===== config.mk =====
export PLATFORM = sky130hd
export DESIGN_NAME = alert_event_flag_logic
export DESIGN_NICKNAME = d
export VERILOG_FILES = /design/src/shared/alert_event_pkg.sv /design/src/verilog/alert_event_flag_logic.sv
export SDC_FILE = /design/constraint.sdc
export NUM_CORES = 1
export LEC_CHECK = 0
export BUFFER_PORTS_ARGS = -buffer_cell sky130_fd_sc_hd__buf_2
export CORE_UTILIZATION = 45
export CTS_BUF_LIST = sky130_fd_sc_hd__clkbuf_8
export CTS_CLUSTER_DIAMETER = 50
export DETAILED_ROUTE_END_ITERATION = 12
export PLACE_DENSITY = 0.67
export SKIP_LAST_GASP = 1
export SLEW_MARGIN = 5
export SYNTH_ARGS = -nofsm -noshare
export SYNTH_HDL_FRONTEND = slang
export SYNTH_SLANG_ARGS = --single-unit

===== constraint.sdc =====
create_clock -name clock -period 7.9 [get_ports clock]
set_clock_uncertainty 0.05 [all_clocks]
set_input_delay 0.395 -clock clock [delete_from_list [all_inputs] [get_ports clock]]
set_output_delay 0.395 -clock clock [all_outputs]
set_load 0.005 [all_outputs]

===== src/shared/alert_event_pkg.sv =====
`default_nettype none
package alert_event_pkg;
  localparam int          ChannelCount   = 8;
  localparam int          AddrWidth      = 8;
  localparam int          DataWidth      = 8;
  localparam logic [7:0]  AddrScanEnable = 8'h12;
  localparam logic [7:0]  AddrNotifyMask = 8'h14;
  localparam logic [7:0]  AddrCrcMap     = 8'h16;
  localparam logic [7:0]  AddrPinSetup   = 8'h17;
  localparam logic [7:0]  AddrStatus     = 8'h18;
  localparam logic [7:0]  AddrUpperLatch = 8'h1A;
  localparam logic [7:0]  AddrLowerLatch = 8'h1C;
  localparam logic [7:0]  ResetByte      = 8'h00;
  localparam int          CrcEnableBit   = 0;
  localparam int          DriveBit       = 2;
  localparam int          PolarityLsb    = 0;
  localparam int          PolarityWidth  = 2;
  localparam logic [1:0]  PolLevelLow    = 2'h0;
  localparam logic [1:0]  PolLevelHigh   = 2'h1;
  localparam logic [1:0]  PolPulseLow    = 2'h2;
  localparam logic [1:0]  PolPulseHigh   = 2'h3;
  localparam int          PulseTimeNs    = 1000;
  localparam int          ClockPeriodNs  = 10;
  localparam int          PulseCycles    = PulseTimeNs / ClockPeriodNs;
  localparam int          PulseCntWidth  = 8;
endpackage
`default_nettype wire


===== src/verilog/alert_event_flag_logic.sv =====
// What this block does
// - Scan enable bits choose which channels join the automatic scan.
// - A channel alerts the pin only when its notify mask bit is one.
// - CRC notify bit clear keeps the pin idle despite a CRC error.
// - CRC notify bit set makes a set CRC error flag an alert cause: steady in level modes, one pulse in pulse modes.
// - Setup bit 2 picks open-drain at zero, push-pull at one.
// - Polarity 00 gives steady active low, 01 steady active high.
// - Polarity 10 gives one low pulse, 11 one high pulse per alert.
// - Status register shows one read-only event bit per channel.
// - Status clears only through the upper and lower latches.
// - Upper latch sets on high threshold or digital one.
// - Writing one clears an upper latch bit; zero leaves it.
// - Reserved bits of CRC map and pin setup read as zero.
// - All registers of this block reset to zero, except pinRelease_q, which resets to one.
// - Lower latch sets on low threshold or digital zero; write one clears.
// - With scan go set in auto mode, enabled channels convert in ascending order.
`timescale 1ns/1ps
`default_nettype none
module alert_event_flag_logic #(
  parameter int Channels = alert_event_pkg::ChannelCount
) (
  input  wire logic                   clock,
  input  wire logic                   rst_n,
  input  wire logic [7:0]             regAddr,
  input  wire logic                   regWrite,
  input  wire logic [7:0]             regWdata,
  output logic      [7:0]             regRdata,
  input  wire logic [Channels-1:0]    upperEvent,
  input  wire logic [Channels-1:0]    lowerEvent,
  input  wire logic                   inputCrcErrorFlag,
  input  wire logic                   scanGo,
  input  wire logic [1:0]             scanSelectionMode,
  input  wire logic                   conversionDone,
  output logic [Channels-1:0]         scanChannelEnable,
  output logic [2:0]                  scanChannel,
  output logic                        scanActive,
  output logic                        alertOut,
  output logic                        alertOe_n
);
  // ***********************************************************
  // Registers
  // ***********************************************************
  logic [Channels-1:0] scanEnable_q, scanEnable_d;
  logic [Channels-1:0] notifyMask_q, notifyMask_d;
  logic                crcNotify_q, crcNotify_d;
  logic                drivePushPull_q, drivePushPull_d;
  logic [1:0]          polarity_q, polarity_d;
  logic [Channels-1:0] upperLatch_q, upperLatch_d;
  logic [Channels-1:0] lowerLatch_q, lowerLatch_d;
  logic [Channels-1:0] status;

  always_comb begin
    scanEnable_d    = scanEnable_q;
    notifyMask_d    = notifyMask_q;
    crcNotify_d     = crcNotify_q;
    drivePushPull_d = drivePushPull_q;
    polarity_d      = polarity_q;
    upperLatch_d    = upperLatch_q;
    lowerLatch_d    = lowerLatch_q;
    if (regWrite) begin
      case (regAddr)
        alert_event_pkg::AddrScanEnable: scanEnable_d = regWdata[Channels-1:0];
        alert_event_pkg::AddrNotifyMask: notifyMask_d = regWdata[Channels-1:0];
        alert_event_pkg::AddrCrcMap:     crcNotify_d  = regWdata[alert_event_pkg::CrcEnableBit];
        alert_event_pkg::AddrPinSetup: begin
          drivePushPull_d = regWdata[alert_event_pkg::DriveBit];
          polarity_d      = regWdata[alert_event_pkg::PolarityLsb +: alert_event_pkg::PolarityWidth];
        end
        alert_event_pkg::AddrUpperLatch: upperLatch_d = upperLatch_q & ~regWdata[Channels-1:0];
        alert_event_pkg::AddrLowerLatch: lowerLatch_d = lowerLatch_q & ~regWdata[Channels-1:0];
        default: ;
      endcase
    end
    // Set wins over a same-cycle clear
    upperLatch_d = upperLatch_d | upperEvent;
    lowerLatch_d = lowerLatch_d | lowerEvent;
  end

  always_ff @(posedge clock or negedge rst_n) begin
    if (!rst_n) begin
      scanEnable_q    <= alert_event_pkg::ResetByte[Channels-1:0];
      notifyMask_q    <= alert_event_pkg::ResetByte[Channels-1:0];
      crcNotify_q     <= 1'b0;
      drivePushPull_q <= 1'b0;
      polarity_q      <= 2'h0;
      upperLatch_q    <= alert_event_pkg::ResetByte[Channels-1:0];
      lowerLatch_q    <= alert_event_pkg::ResetByte[Channels-1:0];
    end else begin
      scanEnable_q    <= scanEnable_d;
      notifyMask_q    <= notifyMask_d;
      crcNotify_q     <= crcNotify_d;
      drivePushPull_q <= drivePushPull_d;
      polarity_q      <= polarity_d;
      upperLatch_q    <= upperLatch_d;
      lowerLatch_q    <= lowerLatch_d;
    end
  end

  // ***********************************************************
  // Status and scan mask
  // ***********************************************************
  assign status            = upperLatch_q | lowerLatch_q;
  assign scanChannelEnable = scanEnable_q;

  // ***********************************************************
  // Read mux
  // ***********************************************************
  always_comb begin
    regRdata = 8'h00;
    case (regAddr)
      alert_event_pkg::AddrScanEnable: regRdata[Channels-1:0] = scanEnable_q;
      alert_event_pkg::AddrNotifyMask: regRdata[Channels-1:0] = notifyMask_q;
      alert_event_pkg::AddrCrcMap:     regRdata[alert_event_pkg::CrcEnableBit] = crcNotify_q;
      alert_event_pkg::AddrPinSetup: begin
        regRdata[alert_event_pkg::DriveBit] = drivePushPull_q;
        regRdata[alert_event_pkg::PolarityLsb +: alert_event_pkg::PolarityWidth] = polarity_q;
      end
      alert_event_pkg::AddrStatus:     regRdata[Channels-1:0] = status;
      alert_event_pkg::AddrUpperLatch: regRdata[Channels-1:0] = upperLatch_q;
      alert_event_pkg::AddrLowerLatch: regRdata[Channels-1:0] = lowerLatch_q;
      default: regRdata = 8'h00;
    endcase
  end

  // ***********************************************************
  // Alert cause
  // ***********************************************************
  logic                                      notifyHit;
  logic                                      crcHit;
  logic                                      alertCause;
  logic                                      alertCause_q;
  logic                                      pulsedMode;
  logic [alert_event_pkg::PulseCntWidth-1:0] pulseCnt_q, pulseCnt_d;
  logic                                      alertActive;
  logic                                      pinLevel;
  logic                                      pinOut_q, pinOut_d;
  logic                                      pinRelease_q, pinRelease_d;

  assign notifyHit  = |(status & notifyMask_q);
  assign crcHit     = crcNotify_q & inputCrcErrorFlag;
  assign alertCause = notifyHit | crcHit;
  assign pulsedMode = (polarity_q == alert_event_pkg::PolPulseLow)
                    | (polarity_q == alert_event_pkg::PolPulseHigh);

  // ***********************************************************
  // Pulse timer
  // ***********************************************************
  always_comb begin
    pulseCnt_d = pulseCnt_q;
    if (!pulsedMode) begin
      // Idle in level modes, so no stale pulse shows after a mode change
      pulseCnt_d = '0;
    end else if (alertCause && !alertCause_q) begin
      pulseCnt_d = alert_event_pkg::PulseCntWidth'(alert_event_pkg::PulseCycles);
    end else if (pulseCnt_q != '0) begin
      pulseCnt_d = pulseCnt_q - 1'b1;
    end
  end

  always_ff @(posedge clock or negedge rst_n) begin
    if (!rst_n) begin
      alertCause_q <= 1'b0;
      pulseCnt_q   <= '0;
    end else begin
      alertCause_q <= alertCause;
      pulseCnt_q   <= pulseCnt_d;
    end
  end

  // ***********************************************************
  // Pin level
  // ***********************************************************
  always_comb begin
    alertActive = 1'b0;
    pinLevel    = 1'b1;
    case (polarity_q)
      alert_event_pkg::PolLevelLow: begin
        alertActive = alertCause;
        pinLevel    = ~alertActive;
      end
      alert_event_pkg::PolLevelHigh: begin
        alertActive = alertCause;
        pinLevel    = alertActive;
      end
      alert_event_pkg::PolPulseLow: begin
        alertActive = pulseCnt_q != '0;
        pinLevel    = ~alertActive;
      end
      alert_event_pkg::PolPulseHigh: begin
        alertActive = pulseCnt_q != '0;
        pinLevel    = alertActive;
      end
      default: begin
        alertActive = 1'b0;
        pinLevel    = 1'b1;
      end
    endcase
  end

  // ***********************************************************
  // Pin drive
  // ***********************************************************
  always_comb begin
    pinOut_d     = 1'b0;
    pinRelease_d = 1'b0;
    if (drivePushPull_q) begin
      pinOut_d = pinLevel;
    end else begin
      // Open drain only pulls low and releases for high
      pinRelease_d = pinLevel;
    end
  end

  always_ff @(posedge clock or negedge rst_n) begin
    if (!rst_n) begin
      pinOut_q     <= 1'b0;
      pinRelease_q <= 1'b1;
    end else begin
      pinOut_q     <= pinOut_d;
      pinRelease_q <= pinRelease_d;
    end
  end

  // Registered pin keeps mode changes free of glitches
  assign alertOut  = pinOut_q;
  assign alertOe_n = pinRelease_q;

  // ***********************************************************
  // Auto scan sequencer
  // ***********************************************************
  typedef enum logic [0:0] {ScanIdle, ScanRun} scan_state_e;
  scan_state_e state_q, state_d;
  logic [2:0]  chan_q, chan_d;
  logic [2:0]  nextChan;
  logic [2:0]  firstChan;
  logic        found;
  logic        foundFirst;
  logic        autoGo;
  logic        anyEnabled;

  assign autoGo     = scanGo && (scanSelectionMode == 2'h1);
  assign anyEnabled = |scanEnable_q;

  // Lowest enabled channel opens each sequence
  always_comb begin
    firstChan  = 3'h0;
    foundFirst = 1'b0;
    for (int i = 0; i < Channels; i++) begin
      if (!foundFirst && scanEnable_q[i]) begin
        foundFirst = 1'b1;
        firstChan  = 3'(i);
      end
    end
  end

  // Next enabled channel above the current one, wrapping round
  always_comb begin
    nextChan = chan_q;
    found    = 1'b0;
    for (int i = 1; i <= Channels; i++) begin
      if (!found && scanEnable_q[(int'(chan_q) + i) % Channels]) begin
        found    = 1'b1;
        nextChan = 3'((int'(chan_q) + i) % Channels);
      end
    end
  end

  always_comb begin
    state_d = state_q;
    chan_d  = chan_q;
    case (state_q)
      ScanIdle: begin
        if (autoGo && anyEnabled) begin
          state_d = ScanRun;
          chan_d  = firstChan;
        end
      end
      ScanRun: begin
        if (!autoGo || !anyEnabled) begin
          state_d = ScanIdle;
        end else if (conversionDone || !scanEnable_q[chan_q]) begin
          chan_d = nextChan;
        end
      end
      default: begin
        state_d = ScanIdle;
      end
    endcase
  end

  always_ff @(posedge clock or negedge rst_n) begin
    if (!rst_n) begin
      state_q <= ScanIdle;
      chan_q  <= 3'h0;
    end else begin
      state_q <= state_d;
      chan_q  <= chan_d;
    end
  end

  assign scanActive  = state_q == ScanRun;
  assign scanChannel = chan_q;
endmodule
`default_nettype wire


# == Word level (Yosys, flattened, before mapping) ==
# Index checks and enable logic that the tools add are counted.
# word_totals
ff_bits,51
out_inout_bits,22
# classes
magnitude_cmp,9
n_reduce_logical,54
n_eq_ne,16
n_addsub,9
muxes,75
bitwise,21
# op_table
operator,n
$eq 8x5->1 const B,7
$mux 8,7
$mux 3,17
$lt 4x5->1 const B,8
$mux 1,36
$bmux 1 s3,9
$pmux 5 s5,1
$and 8x8->8,3
$or 8x8->8,3
$reduce_or 3->1,8
$logic_not 1->1,18
$logic_and 1x1->1,17
$reduce_or 8->1,2
$add 3x3->3 const B,4
$pmux 2 s6,1
$ne 9x1->1 const B,1
$and 1x1->1 const A,8
$not 8->8,1
$reduce_and 2->1,4
$reduce_bool 8->1,1
$sub 8x1->8 const B,1
$pmux 1 s7,1
$add 3x1->3 const B,2
$add 3x2->3 const B,2
other kinds (15),22

# == Longest topological paths before layout ==
# Gate-level depths: netlist of run 1.
# depth
ltp_word,31
depth_mapped,11

# == Worst setup path before layout of run 1 ==
# No wires, ideal clock.
# synth_path
kind,register to register
from,"register chan_q[0], in the netlist scanChannel[0]"
to,"register chan_q[2], in the netlist scanChannel[2]"
arrival_ps,2499
path_stages_with_launch,11
slack_ps,5219
required_time_ps,7718
setup_time_ps,132
path_cell_list,dfrtp_1 -> buf_6 -> buf_4 -> inv_1 -> ha_1 -> xor2_1 -> mux4_2 -> o32ai_1 -> nor2_1 -> o22ai_1 -> a31oi_1
# synth_via
elab_chain_cells,29
elab_cells_between_ends,71
classes_between,8 x add/sub; 2 x eq/ne; 44 x mux; 17 x reduce/logical
# synth_rtl
item,line,text
start: declaration,alert_event_flag_logic.sv:233,"logic [2:0] chan_q, chan_d;"
start signal: assignment,alert_event_flag_logic.sv:297,chan_q <= chan_d;
$add 3x1->3,"alert_event_flag_logic.sv:261, alert_event_flag_logic.sv:263",
$bmux 1 s3,alert_event_flag_logic.sv:261,if (!found && scanEnable_q[(int'(chan_q) + i) % Channels]) begin
$mux 1 (not written as such) (2 in a row),alert_event_flag_logic.sv:261,
$mux 1,alert_event_flag_logic.sv:261,
$logic_not 1->1,alert_event_flag_logic.sv:261,
$logic_and 1x1->1,alert_event_flag_logic.sv:261,
$mux 1,alert_event_flag_logic.sv:261,
$logic_not 1->1,alert_event_flag_logic.sv:261,
[12 not listed],--,
$logic_and 1x1->1,alert_event_flag_logic.sv:261,
$mux 1,alert_event_flag_logic.sv:261,
$logic_not 1->1,alert_event_flag_logic.sv:261,
$logic_and 1x1->1,alert_event_flag_logic.sv:261,
$mux 3,alert_event_flag_logic.sv:261,
$mux 3,alert_event_flag_logic.sv:281,end else if (conversionDone || !scanEnable_q[chan_q]) begin
$mux 3,alert_event_flag_logic.sv:279,if (!autoGo || !anyEnabled) begin
$pmux 3 s2,alert_event_flag_logic.sv:271,case (state_q)
# Parallel ways exist; a longest one is shown, timed or not. The select of a mux whose other input is x is not followed.
# A chain may end at the register's enable or synchronous reset.

# == Worst setup path in the final report of run 1 ==
# layout_path
from,"register chan_q[0], in the netlist scanChannel[0]"
to,"register chan_q[0], in the netlist scanChannel[0]"
# Same word-level chain as after synthesis.

==> out/results.tsv, run 1 <==
metric	value	unit
hold_viol_final	0	
final_nets	438	
first_pass_iters	4	
num_antenna_cells	0	
total_power	0.8440	mW
fp.dieH	89.95	um
final_common_cell	buf_2	
start_util	0.4723	
drt_iter0_markers	152	
grt-ovfl-total	0	
cellPowerDensity	215.4	nW/um^2
rsz0062_at_grt	no	
drc	0	
final_core_util	0.5317	
final_area	3919	sq um
setup_viol	0	
path_clk_slew	100	ps
cts_resized	0	
antenna_found_initial	0	
gp_congestion	0.8749	
io_buffer_count	61	
fin_crit	3279	ps
gr-usage-all-layers	0.2229	
rr_worst_depth	8	
netlist_instances	344	
status	complete, no violations	
post-route-period-util	0.4151	
leakagePower	1.704	nW
die-width	89.95	um
grt_max_degree	52	
max_cap_viol_count	0	
cts-root-buf	clkbuf_8	
ys_ff_latch	51	
rows	31	
r2r_slack	4620	ps
drive_gt1_frac	0.3207	
hpwl	6270	um
synth_edf_count	0	
slowest_delay	850	ps
routed_wl	8498	um
yosys_warnings	0	
peakVddDrop	87.59	uV
insertion_delay	320	ps
synthArstFlopShare	1.000	
startpoint_type	flop	
core_area	7370	sq um
clk_path_buf_depth	2	
whs	133.4	ps
grt_pass1_vias	2874	
ios	62	
cp.arrival	3470	ps
cts_buffers	5	
clock_sinks	51	
post-cts-setup-buffer-count	0	
final_antenna_net_count	0	
ctsHoldBuffers	0	
dr_total_vias	2867	
area.growth.synth_to_final	12.58	%
die_area	8091	sq um
fmax	0.3049	GHz
viasPerCell	5.792	
syn-num-nets	387	
syn_avg_cell_area	10.12	sq um
end_kind	flop	
timing.rr.start	scanChannel[0]	
fin_setup_tns	0	ps
placedInstanceArea	3822	sq um
worst-setup-path-type	flop to flop	
slew_headroom	0.3397	
critical_path.max_fanout	18	
cts_tree	built	
synth.distinct_cells	64	
hold_class	input port to async pin	
synth_ff_type	dfrtp_1	
r2r_end	scanChannel[0]	
worstPathRequired	8090	ps
wl_per_cell	17.17	um
tightest_slew	965.4	ps
crit_path_cell_trace	inv_1 > ha_1 > mux4_2 > nand2b_4 > o31a_1 > nand3_2 > o21ai_2 > a211oi_2	
grt_pass1_wl	14550	um
layout_common_cells	buf_2 (61), dfrtp_1 (50), nand2_1 (43)	
yosysSeqAreaShare	0.3670	
drv_slew	0	
h-tree-depth	2	
syn-cell-area	3481	sq um
crit_slowest_cell	dfrtp_1	
## power breakdown
part | switching, mW | internal (mW)
combinational | 0.181 | 0.173
clock | 0.0979 | 0.0653
sequential | 0.0497 | 0.277
## cells in the mapped netlist, types with 2 or more instances
cell	n	share of area
ha_1	3	0.011
dfrtp_1	50	0.36
a31oi_1	5	0.0090
mux2i_1	12	0.035
o211ai_1	3	0.0065
nand2_1	43	0.046
a221o_1	6	0.017
nand3_1	2	0.0029
a21oi_1	11	0.016
inv_1	10	0.011
or2_2	3	0.0054
a21o_1	18	0.039
nor4_1	2	0.0036
o31ai_1	3	0.0065
or3_1	3	0.0054
xor2_1	3	0.0075
mux4_2	11	0.071
nor3_1	6	0.0086
and3_1	2	0.0036
o21ai_0	20	0.029
buf_6	3	0.0097
xnor2_2	3	0.014
nor2_1	21	0.023
xnor2_1	4	0.010
a22oi_1	3	0.0065
a2111oi_0	3	0.0075
clkbuf_1	11	0.012
mux2i_4	2	0.013
nor2b_1	11	0.020
buf_1	2	0.0022
mux2_2	27	0.087
a211o_1	2	0.0050
and2_1	5	0.0090
## worst max-delay path: cells and delay by family (launching register included)
kind / cells / cell delay [ps]
AO/OA/AOI/OAI: 3 / 640
adder cells (fa/ha/maj): 1 / 700
buffers and inverters: 1 / 230
flip-flops: 1 / 850
multiplexers: 1 / 450
AND/OR/NAND/NOR: 2 / 280
## logic make-up (layout without fill, tap and decap cells)
group / count (synthesis) / in the layout / share of synthesized area
and+or+nand+nor: 109 / 109 / 0.1603
AOI/OAI and AO/OA: 89 / 89 / 0.1779
muxes: 54 / 54 / 0.2142
DFF: 51 / 51 / 0.3670
buffers and inverters: 28 / 80 / 0.03810
xor gates and xnor gates: 10 / 10 / 0.03163
adders and majority gates: 3 / 3 / 0.01078
## stage by stage
| stage | setup WS (ps) | cells |
|---|---|---|
| 2_1_floorplan | 5219 | 344 |
| 3_3_place_gp | 4766 | 487 |
| 3_5_place_dp | 4679 | 487 |
| 4_1_cts | 4649 | 495 |
| 5_1_grt | 4439 | 495 |
| 6_report | 4621 | 495 |
## cell type report
class	instances	area (sq um)
Fill cell	697	3451
Sequential cell	51	1277
Timing Repair Buffer	62	312.8
Clock buffer	5	68.82
Multi-Input combinational cell	265	2071
Inverter	10	37.54
Tap cell	99	123.9
Clock inverter	3	27.53
## sequential cells by signal, indices dropped and copies added, names as in the netlist, 2 cells and up
register,cells
lowerLatch_q,8
notifyMask_q,8
pulseCnt_q,8
scanChannelEnable,8
upperLatch_q,8
scanChannel,3
polarity_q,2
## how the worst max path moves through the flow
stage,start,end,slack [ps],cells past startpoint
2_1_floorplan,scanChannel[0],scanChannel[2],5220,10
3_3_place_gp,scanChannel[0],scanChannel[0],4770,9
3_5_place_dp,scanChannel[0],scanChannel[0],4680,8
4_1_cts,scanChannel[0],scanChannel[0],4650,8
5_1_grt,scanChannel[0],scanChannel[1],4440,9
6_report,scanChannel[0],scanChannel[0],4620,8
## per-layer routing
layer	wire length (um)	GRT usage
met4	133	0.05376
met3	345	0.03299
met1	4028	0.3153
met5	0	0
met2	3992	0.3615
Note: power is estimated with default switching activity, not from simulation.
==> run 2: changes to the inputs <==
--- a/config.mk
+++ b/config.mk
@@ -5,6 +5,7 @@
 export SDC_FILE = /design/constraint.sdc
 export NUM_CORES = 1
 export LEC_CHECK = 0
+export ABC_AREA = 1
 export BUFFER_PORTS_ARGS = -buffer_cell sky130_fd_sc_hd__buf_2
 export CORE_UTILIZATION = 45
 export CTS_BUF_LIST = sky130_fd_sc_hd__clkbuf_8
==> constraint.sdc (replaced) <==
create_clock -name clock -period 3.1 [get_ports clock]
set_clock_uncertainty 0.05 [all_clocks]
set_input_delay 0.155 -clock clock [delete_from_list [all_inputs] [get_ports clock]]
set_output_delay 0.155 -clock clock [all_outputs]
set_load 0.005 [all_outputs]
==> out/results.tsv, run 2 <==
metric	value	unit
synth_most_common_cell	nand2_1	
yosys_warnings	0	
p_int	1.189	mW
cts_buffers	5	
drv_slew	0	
fp.dieH	88.85	um
synth.distinct_cells	37	
fillers	721	
h-tree-depth	2	
r2r_slack	450	ps
cp.arrival	2820	ps
status	complete, no violations	
synthArstFlopShare	1.000	
io_buffer_count	61	
antenna_found_initial	0	
yosys.area.top_type	dfrtp_1	
rsz0062_at_grt	no	
drc	0	
area.growth.synth_to_final	19.39	%
dr_total_vias	3393	
final_common_cell	nand2_1	
crit_path_cell_trace	inv_6 > ha_1 > inv_1 > nand3_1 > nand2_1 > nand2_1 > nand2_2 > nand3_4 > nor2_8 > nand2_2 > nor2_1 > nand4_1 > nand2_2 > nor2_1 > nand2_1 > nand2_1	
leakagePower	2.083	nW
fin_setup_tns	0	ps
fmax	0.3772	GHz
layout_setup_ws	449.1	ps
ys_ff_latch	51	
hold_start	regWdata[5]	
ios	62	
netlist_instances	479	
cts_tree	built	
final_nets	601	
timing.rr.start	scanChannel[0]	
slew_headroom	0.5675	
seq_power_share	0.366	
gp_congestion	0.9278	
syn_avg_cell_area	7.087	sq um
final_antenna_net_count	0	
hold_path_end	scanChannelEnable[5]	
yosysSeqAreaShare	0.3763	
hold_class	input port to flop	
ctsHoldBuffers	17	
die-width	88.85	um
synth_top_cell_area_share	0.3686	
worstPathRequired	3260	ps
crit_top_cell	nand2_1	
crit_slowest_cell	dfrtp_1	
end_kind	flop	
clk_path_buf_depth	2	
synth_edf_count	0	
hpwl	6651	um
tightest_slew	648.7	ps
layout_common_cells	nand2_1 (118), inv_1 (75), buf_2 (61)	
first_pass_iters	5	
total_power	2.049	mW
placed_cells	633	
grt_pass1_wl	14770	um
setup_viol	0	
cts-root-buf	clkbuf_8	
max_cap_viol_count	0	
peakVddDrop	199.4	uV
cellPowerDensity	505.6	nW/um^2
critical_path.max_fanout	12	
post-cts-setup-buffer-count	0	
p_comb_frac	0.433	
hold_depth	3	
startpoint_type	flop	
post-route-period-util	0.8551	
insertion_delay	310	ps
fin_cells	658	
wl_per_cell	13.22	um
fin_crit	2651	ps
switching_share	0.4196	
drt_iter0_markers	211	
cts_resized	0	
die_area	7894	sq um
synth_ff_type	dfrtp_1	
synth_common_cells	nand2_1 (118), inv_1 (75), dfrtp_1 (50)	
grt-ovfl-total	0	
place_ws	469.3	ps
viasPerCell	5.157	
syn-cell-area	3395	sq um
rows	31	
clock_sinks	51	
grt_max_degree	30	
rr_worst_depth	16	
num_antenna_cells	0	
grt_pass1_vias	3253	
drive_gt1_frac	0.1860	
hold_viol_final	0	
synth.area.top_cells	dfrtp_1 (37%), nand2_1 (13%), inv_1 (8.3%), o21ai_0 (6.3%), nand3_1 (5.5%)	
syn-num-nets	522	
power.share.clock	0.201	
path_clk_slew	100	ps
start_util	0.4680	
slowest_delay	630	ps
core_area	7253	sq um
worst-setup-path-type	flop to flop	
switching_power	0.8597	mW
r2r_end	scanChannel[2]	
final_core_util	0.5587	
routed_wl	8700	um
gr-usage-all-layers	0.2405	
-- run 2: cell types whose count changed after synthesis, sizes merged, moves of 23 or more --
cell / delta
nand2: +89
inv: +73
nand3: +38
nor2: +29
mux2: -28
o21ai: +23
-- run 2: logic make-up after synthesis --
group	count (synthesis)	synth area share
XOR/XNOR	5	0.02065
AO/OA/AOI/OAI	92	0.1655
adder cells (fa/ha/maj)	3	0.01106
AND/OR/NAND/NOR	237	0.3177
flip-flops	51	0.3763
buffers and inverters	91	0.1087
-- run 2: per-layer routing --
| metal | vias to the layer above | track usage | part of all wire |
|---|---|---|---|
| li1 | 1715 | - | - |
| met1 | 1523 | 0.3142 | 0.46 |
| met2 | 137 | 0.4063 | 0.46 |
| met3 | 18 | 0.04478 | 0.066 |
| met4 | 0 | 0.07038 | 0.019 |
| met5 | - | 0 | 0 |
-- run 2: critical path, delay by kind of cell, from the launching register on --
| family | cells | cell delay, ps |
|---|---|---|
| AND/OR/NAND/NOR | 13 | 1180 |
| flip-flops | 1 | 630 |
| buffers and inverters | 2 | 290 |
| adder cells (fa/ha/maj) | 1 | 400 |
-- run 2: worst max-delay path by stage --
| stage | slack (ps) | start | cells past startpoint | to |
|---|---|---|---|---|
| 2_1_floorplan | 860 | scanChannel[0] | 17 | scanChannel[1] |
| 3_3_place_gp | 620 | scanChannel[0] | 16 | scanChannel[2] |
| 3_5_place_dp | 470 | scanChannel[0] | 16 | scanChannel[2] |
| 4_1_cts | 440 | scanChannel[0] | 16 | scanChannel[2] |
| 5_1_grt | 180 | scanChannel[0] | 17 | scanChannel[0] |
| 6_report | 450 | scanChannel[0] | 16 | scanChannel[2] |
-- run 2: cell type report --
type | count | area [sq um] | area share
multi-input cells | 337 | 1748 | 0.4313
flip-flops and latches | 51 | 1277 | 0.3152
repair buffers | 80 | 490.5 | 0.1210
inverters | 83 | 316.6 | 0.07811
well taps | 99 | 123.9 | 0.03057
clock buffers | 5 | 68.82 | 0.01698
clock inverters | 3 | 27.53 | 0.006792
-- run 2: metrics by stage --
step / hold slack [ps] / cell area, sq um
after global routing: 88.05 / 4053
after detailed placement: 166.1 / 3786
final: 68.89 / 4053
after floorplan: -190.6 / 3395
after global placement: 168.4 / 3786
after CTS: 70.96 / 4053
-- run 2: power groups by stage --
stage / combinational [mW] / clock [mW] / sequential, mW
after floorplan: 0.698 / 0 / 0.738
after CTS: 0.884 / 0.429 / 0.751
after global routing: 0.996 / 0.457 / 0.757
final: 0.887 / 0.412 / 0.750
after global placement: 0.853 / 0 / 0.761
after detailed placement: 0.863 / 0 / 0.764
==> run 3: changes to the inputs <==
--- a/config.mk
+++ b/config.mk
@@ -7,6 +7,7 @@
 export LEC_CHECK = 0
 export ABC_AREA = 1
 export BUFFER_PORTS_ARGS = -buffer_cell sky130_fd_sc_hd__buf_2
+export CORE_MARGIN = 5
 export CORE_UTILIZATION = 45
 export CTS_BUF_LIST = sky130_fd_sc_hd__clkbuf_8
 export CTS_CLUSTER_DIAMETER = 50
==> out/results.tsv, run 3 (synthesized netlist as in run 2, its figures left out) <==
metric	value	unit
clk_path_buf_depth	2	
route.met3.wl	392	um
peakVddDrop	215.4	uV
path_clk_slew	100	ps
status	complete, no violations	
worstPathRequired	3250	ps
clock_sinks	51	
dr_wl_met2	4018	um
start_util	0.4655	
fp.dieH	96.85	um
leakagePower	2.095	nW
gp_congestion	0.9591	
gr-usage-all-layers	0.1887	
setup_viol	0	
crit_path_cell_trace	inv_6 > ha_1 > inv_1 > nand3_1 > nand2_1 > nand2_1 > nand2_4 > nand3_4 > nor2_8 > nand2_2 > nor2_1 > nand4_1 > nand2_2 > nor2_1 > nand2_1 > nand2_1	
fmax	0.3780	GHz
post-route-period-util	0.8534	
final_antenna_net_count	0	
rsz0062_at_grt	no	
cts_resized	0	
crit_buf_inv	2	
ctsHoldBuffers	17	
crit_family	simple AND/OR/NAND/NOR gates	
critical_path.max_fanout	12	
drc	0	
fin_crit	2646	ps
placedInstanceArea	3794	sq um
place_ws	477.2	ps
core_area	7292	sq um
drt_iter0_markers	144	
fillers	750	
hold_class	input port to flop	
grt_pass1_wl	14900	um
wl_met1	4145	um
drv_slew	0	
end_kind	flop	
routed_wl	8752	um
insertion_delay	300	ps
h-tree-depth	2	
grt-ovfl-total	0	
grt_pass1_vias	3268	
post-cts-setup-buffer-count	0	
cts-root-buf	clkbuf_8	
layout_setup_ws	454.4	ps
viasPerCell	5.112	
ios	62	
crit_slowest_cell	dfrtp_1	
hold_viol_final	0	
cp.arrival	2800	ps
rows	31	
dr_total_vias	3369	
hpwl	6774	um
cts_tree	built	
max_cap_viol_count	0	
tightest_slew	627.7	ps
cellPowerDensity	516.7	nW/um^2
slowest_delay	650	ps
r2r_slack	450	ps
grt_max_degree	29	
final_common_cell	nand2_1	
layout_common_cells	nand2_1 (118), inv_1 (75), buf_2 (61)	
area.growth.synth_to_final	20.16	%
die-width	96.85	um
cts_buffers	5	
startpoint_type	flop	
drive_gt1_frac	0.1875	
crit_top_cell	nand2_1	
antenna_found_initial	0	
wl_per_cell	13.28	um
num_antenna_cells	0	
final_area	4079	sq um
highest-signal-layer	met4	
io_buffer_count	61	
worst-setup-path-type	flop to flop	
first_pass_iters	4	
slew_headroom	0.5815	
final_nets	602	
fin_setup_tns	0	ps
die_area	9380	sq um
## run 3: cell types whose count changed in the layout (fill, tap and decap cells not counted)
cell       before  now
inv_8           1    0
buf_4           2    3
bufinv_16       0    1
clkinv_4        1    0
inv_6           1    2
## run 3: final cells by class
cell class              instances  area [sq um]  share of cell area
multi-input cells             337          1748              0.4285
flip-flops and latches         51          1277              0.3132
repair buffers                 81         498.0              0.1221
inverters                      83         316.6             0.07761
well taps                      99         123.9             0.03037
clock buffers                   5         68.82             0.01687
clock inverters                 3         46.29             0.01135
## run 3: worst paths after layout
path,start,endpoint,cells after the start
min in group asynchronous,rst_n,pulseCnt_q[6],2
setup / recovery,scanChannel[0],scanChannel[1],16
hold / removal,regWdata[5],notifyMask_q[5],3
max in group asynchronous,rst_n,upperLatch_q[5],3
hold reg to reg,drivePushPull_q,alertOe_n,1
setup reg to reg,scanChannel[0],scanChannel[1],16
## run 3: worst register-to-register path, stage by stage (launching register included)
cell     delay (ps)
dfrtp_1         650
inv_6           120
ha_1            400
inv_1           180
nand3_1         100
nand2_1          90
nand2_1          90
nand2_4         100
nand3_4         100
nor2_8          130
nand2_2          50
nor2_1           80
nand4_1          90
nand2_2         140
nor2_1           50
nand2_1          70
nand2_1          50
## run 3: metrics by stage
stage                     power [mW]  utilization  hold WS (ps)  instances
after floorplan                1.436            -        -190.6        479
after global placement         1.618       0.5202         159.4        634
after detailed placement       1.624       0.5202         161.8        634
after CTS                      2.122       0.5594         75.78        659
after global routing           2.278       0.5594         93.30        659
final                          2.107       0.5594         76.77        659
## run 3: metal layers
layer,global-route usage,vias to the layer above
met5,0,-
met4,0.05724,0
met3,0.03309,18
met2,0.3126,106
met1,0.2514,1526
li1,-,1719
## run 3: power by group
part	switching (mW)	total, mW	internal [mW]
clock	0.235	0.479	0.244
sequential	0.0529	0.752	0.699
combinational	0.553	0.877	0.324
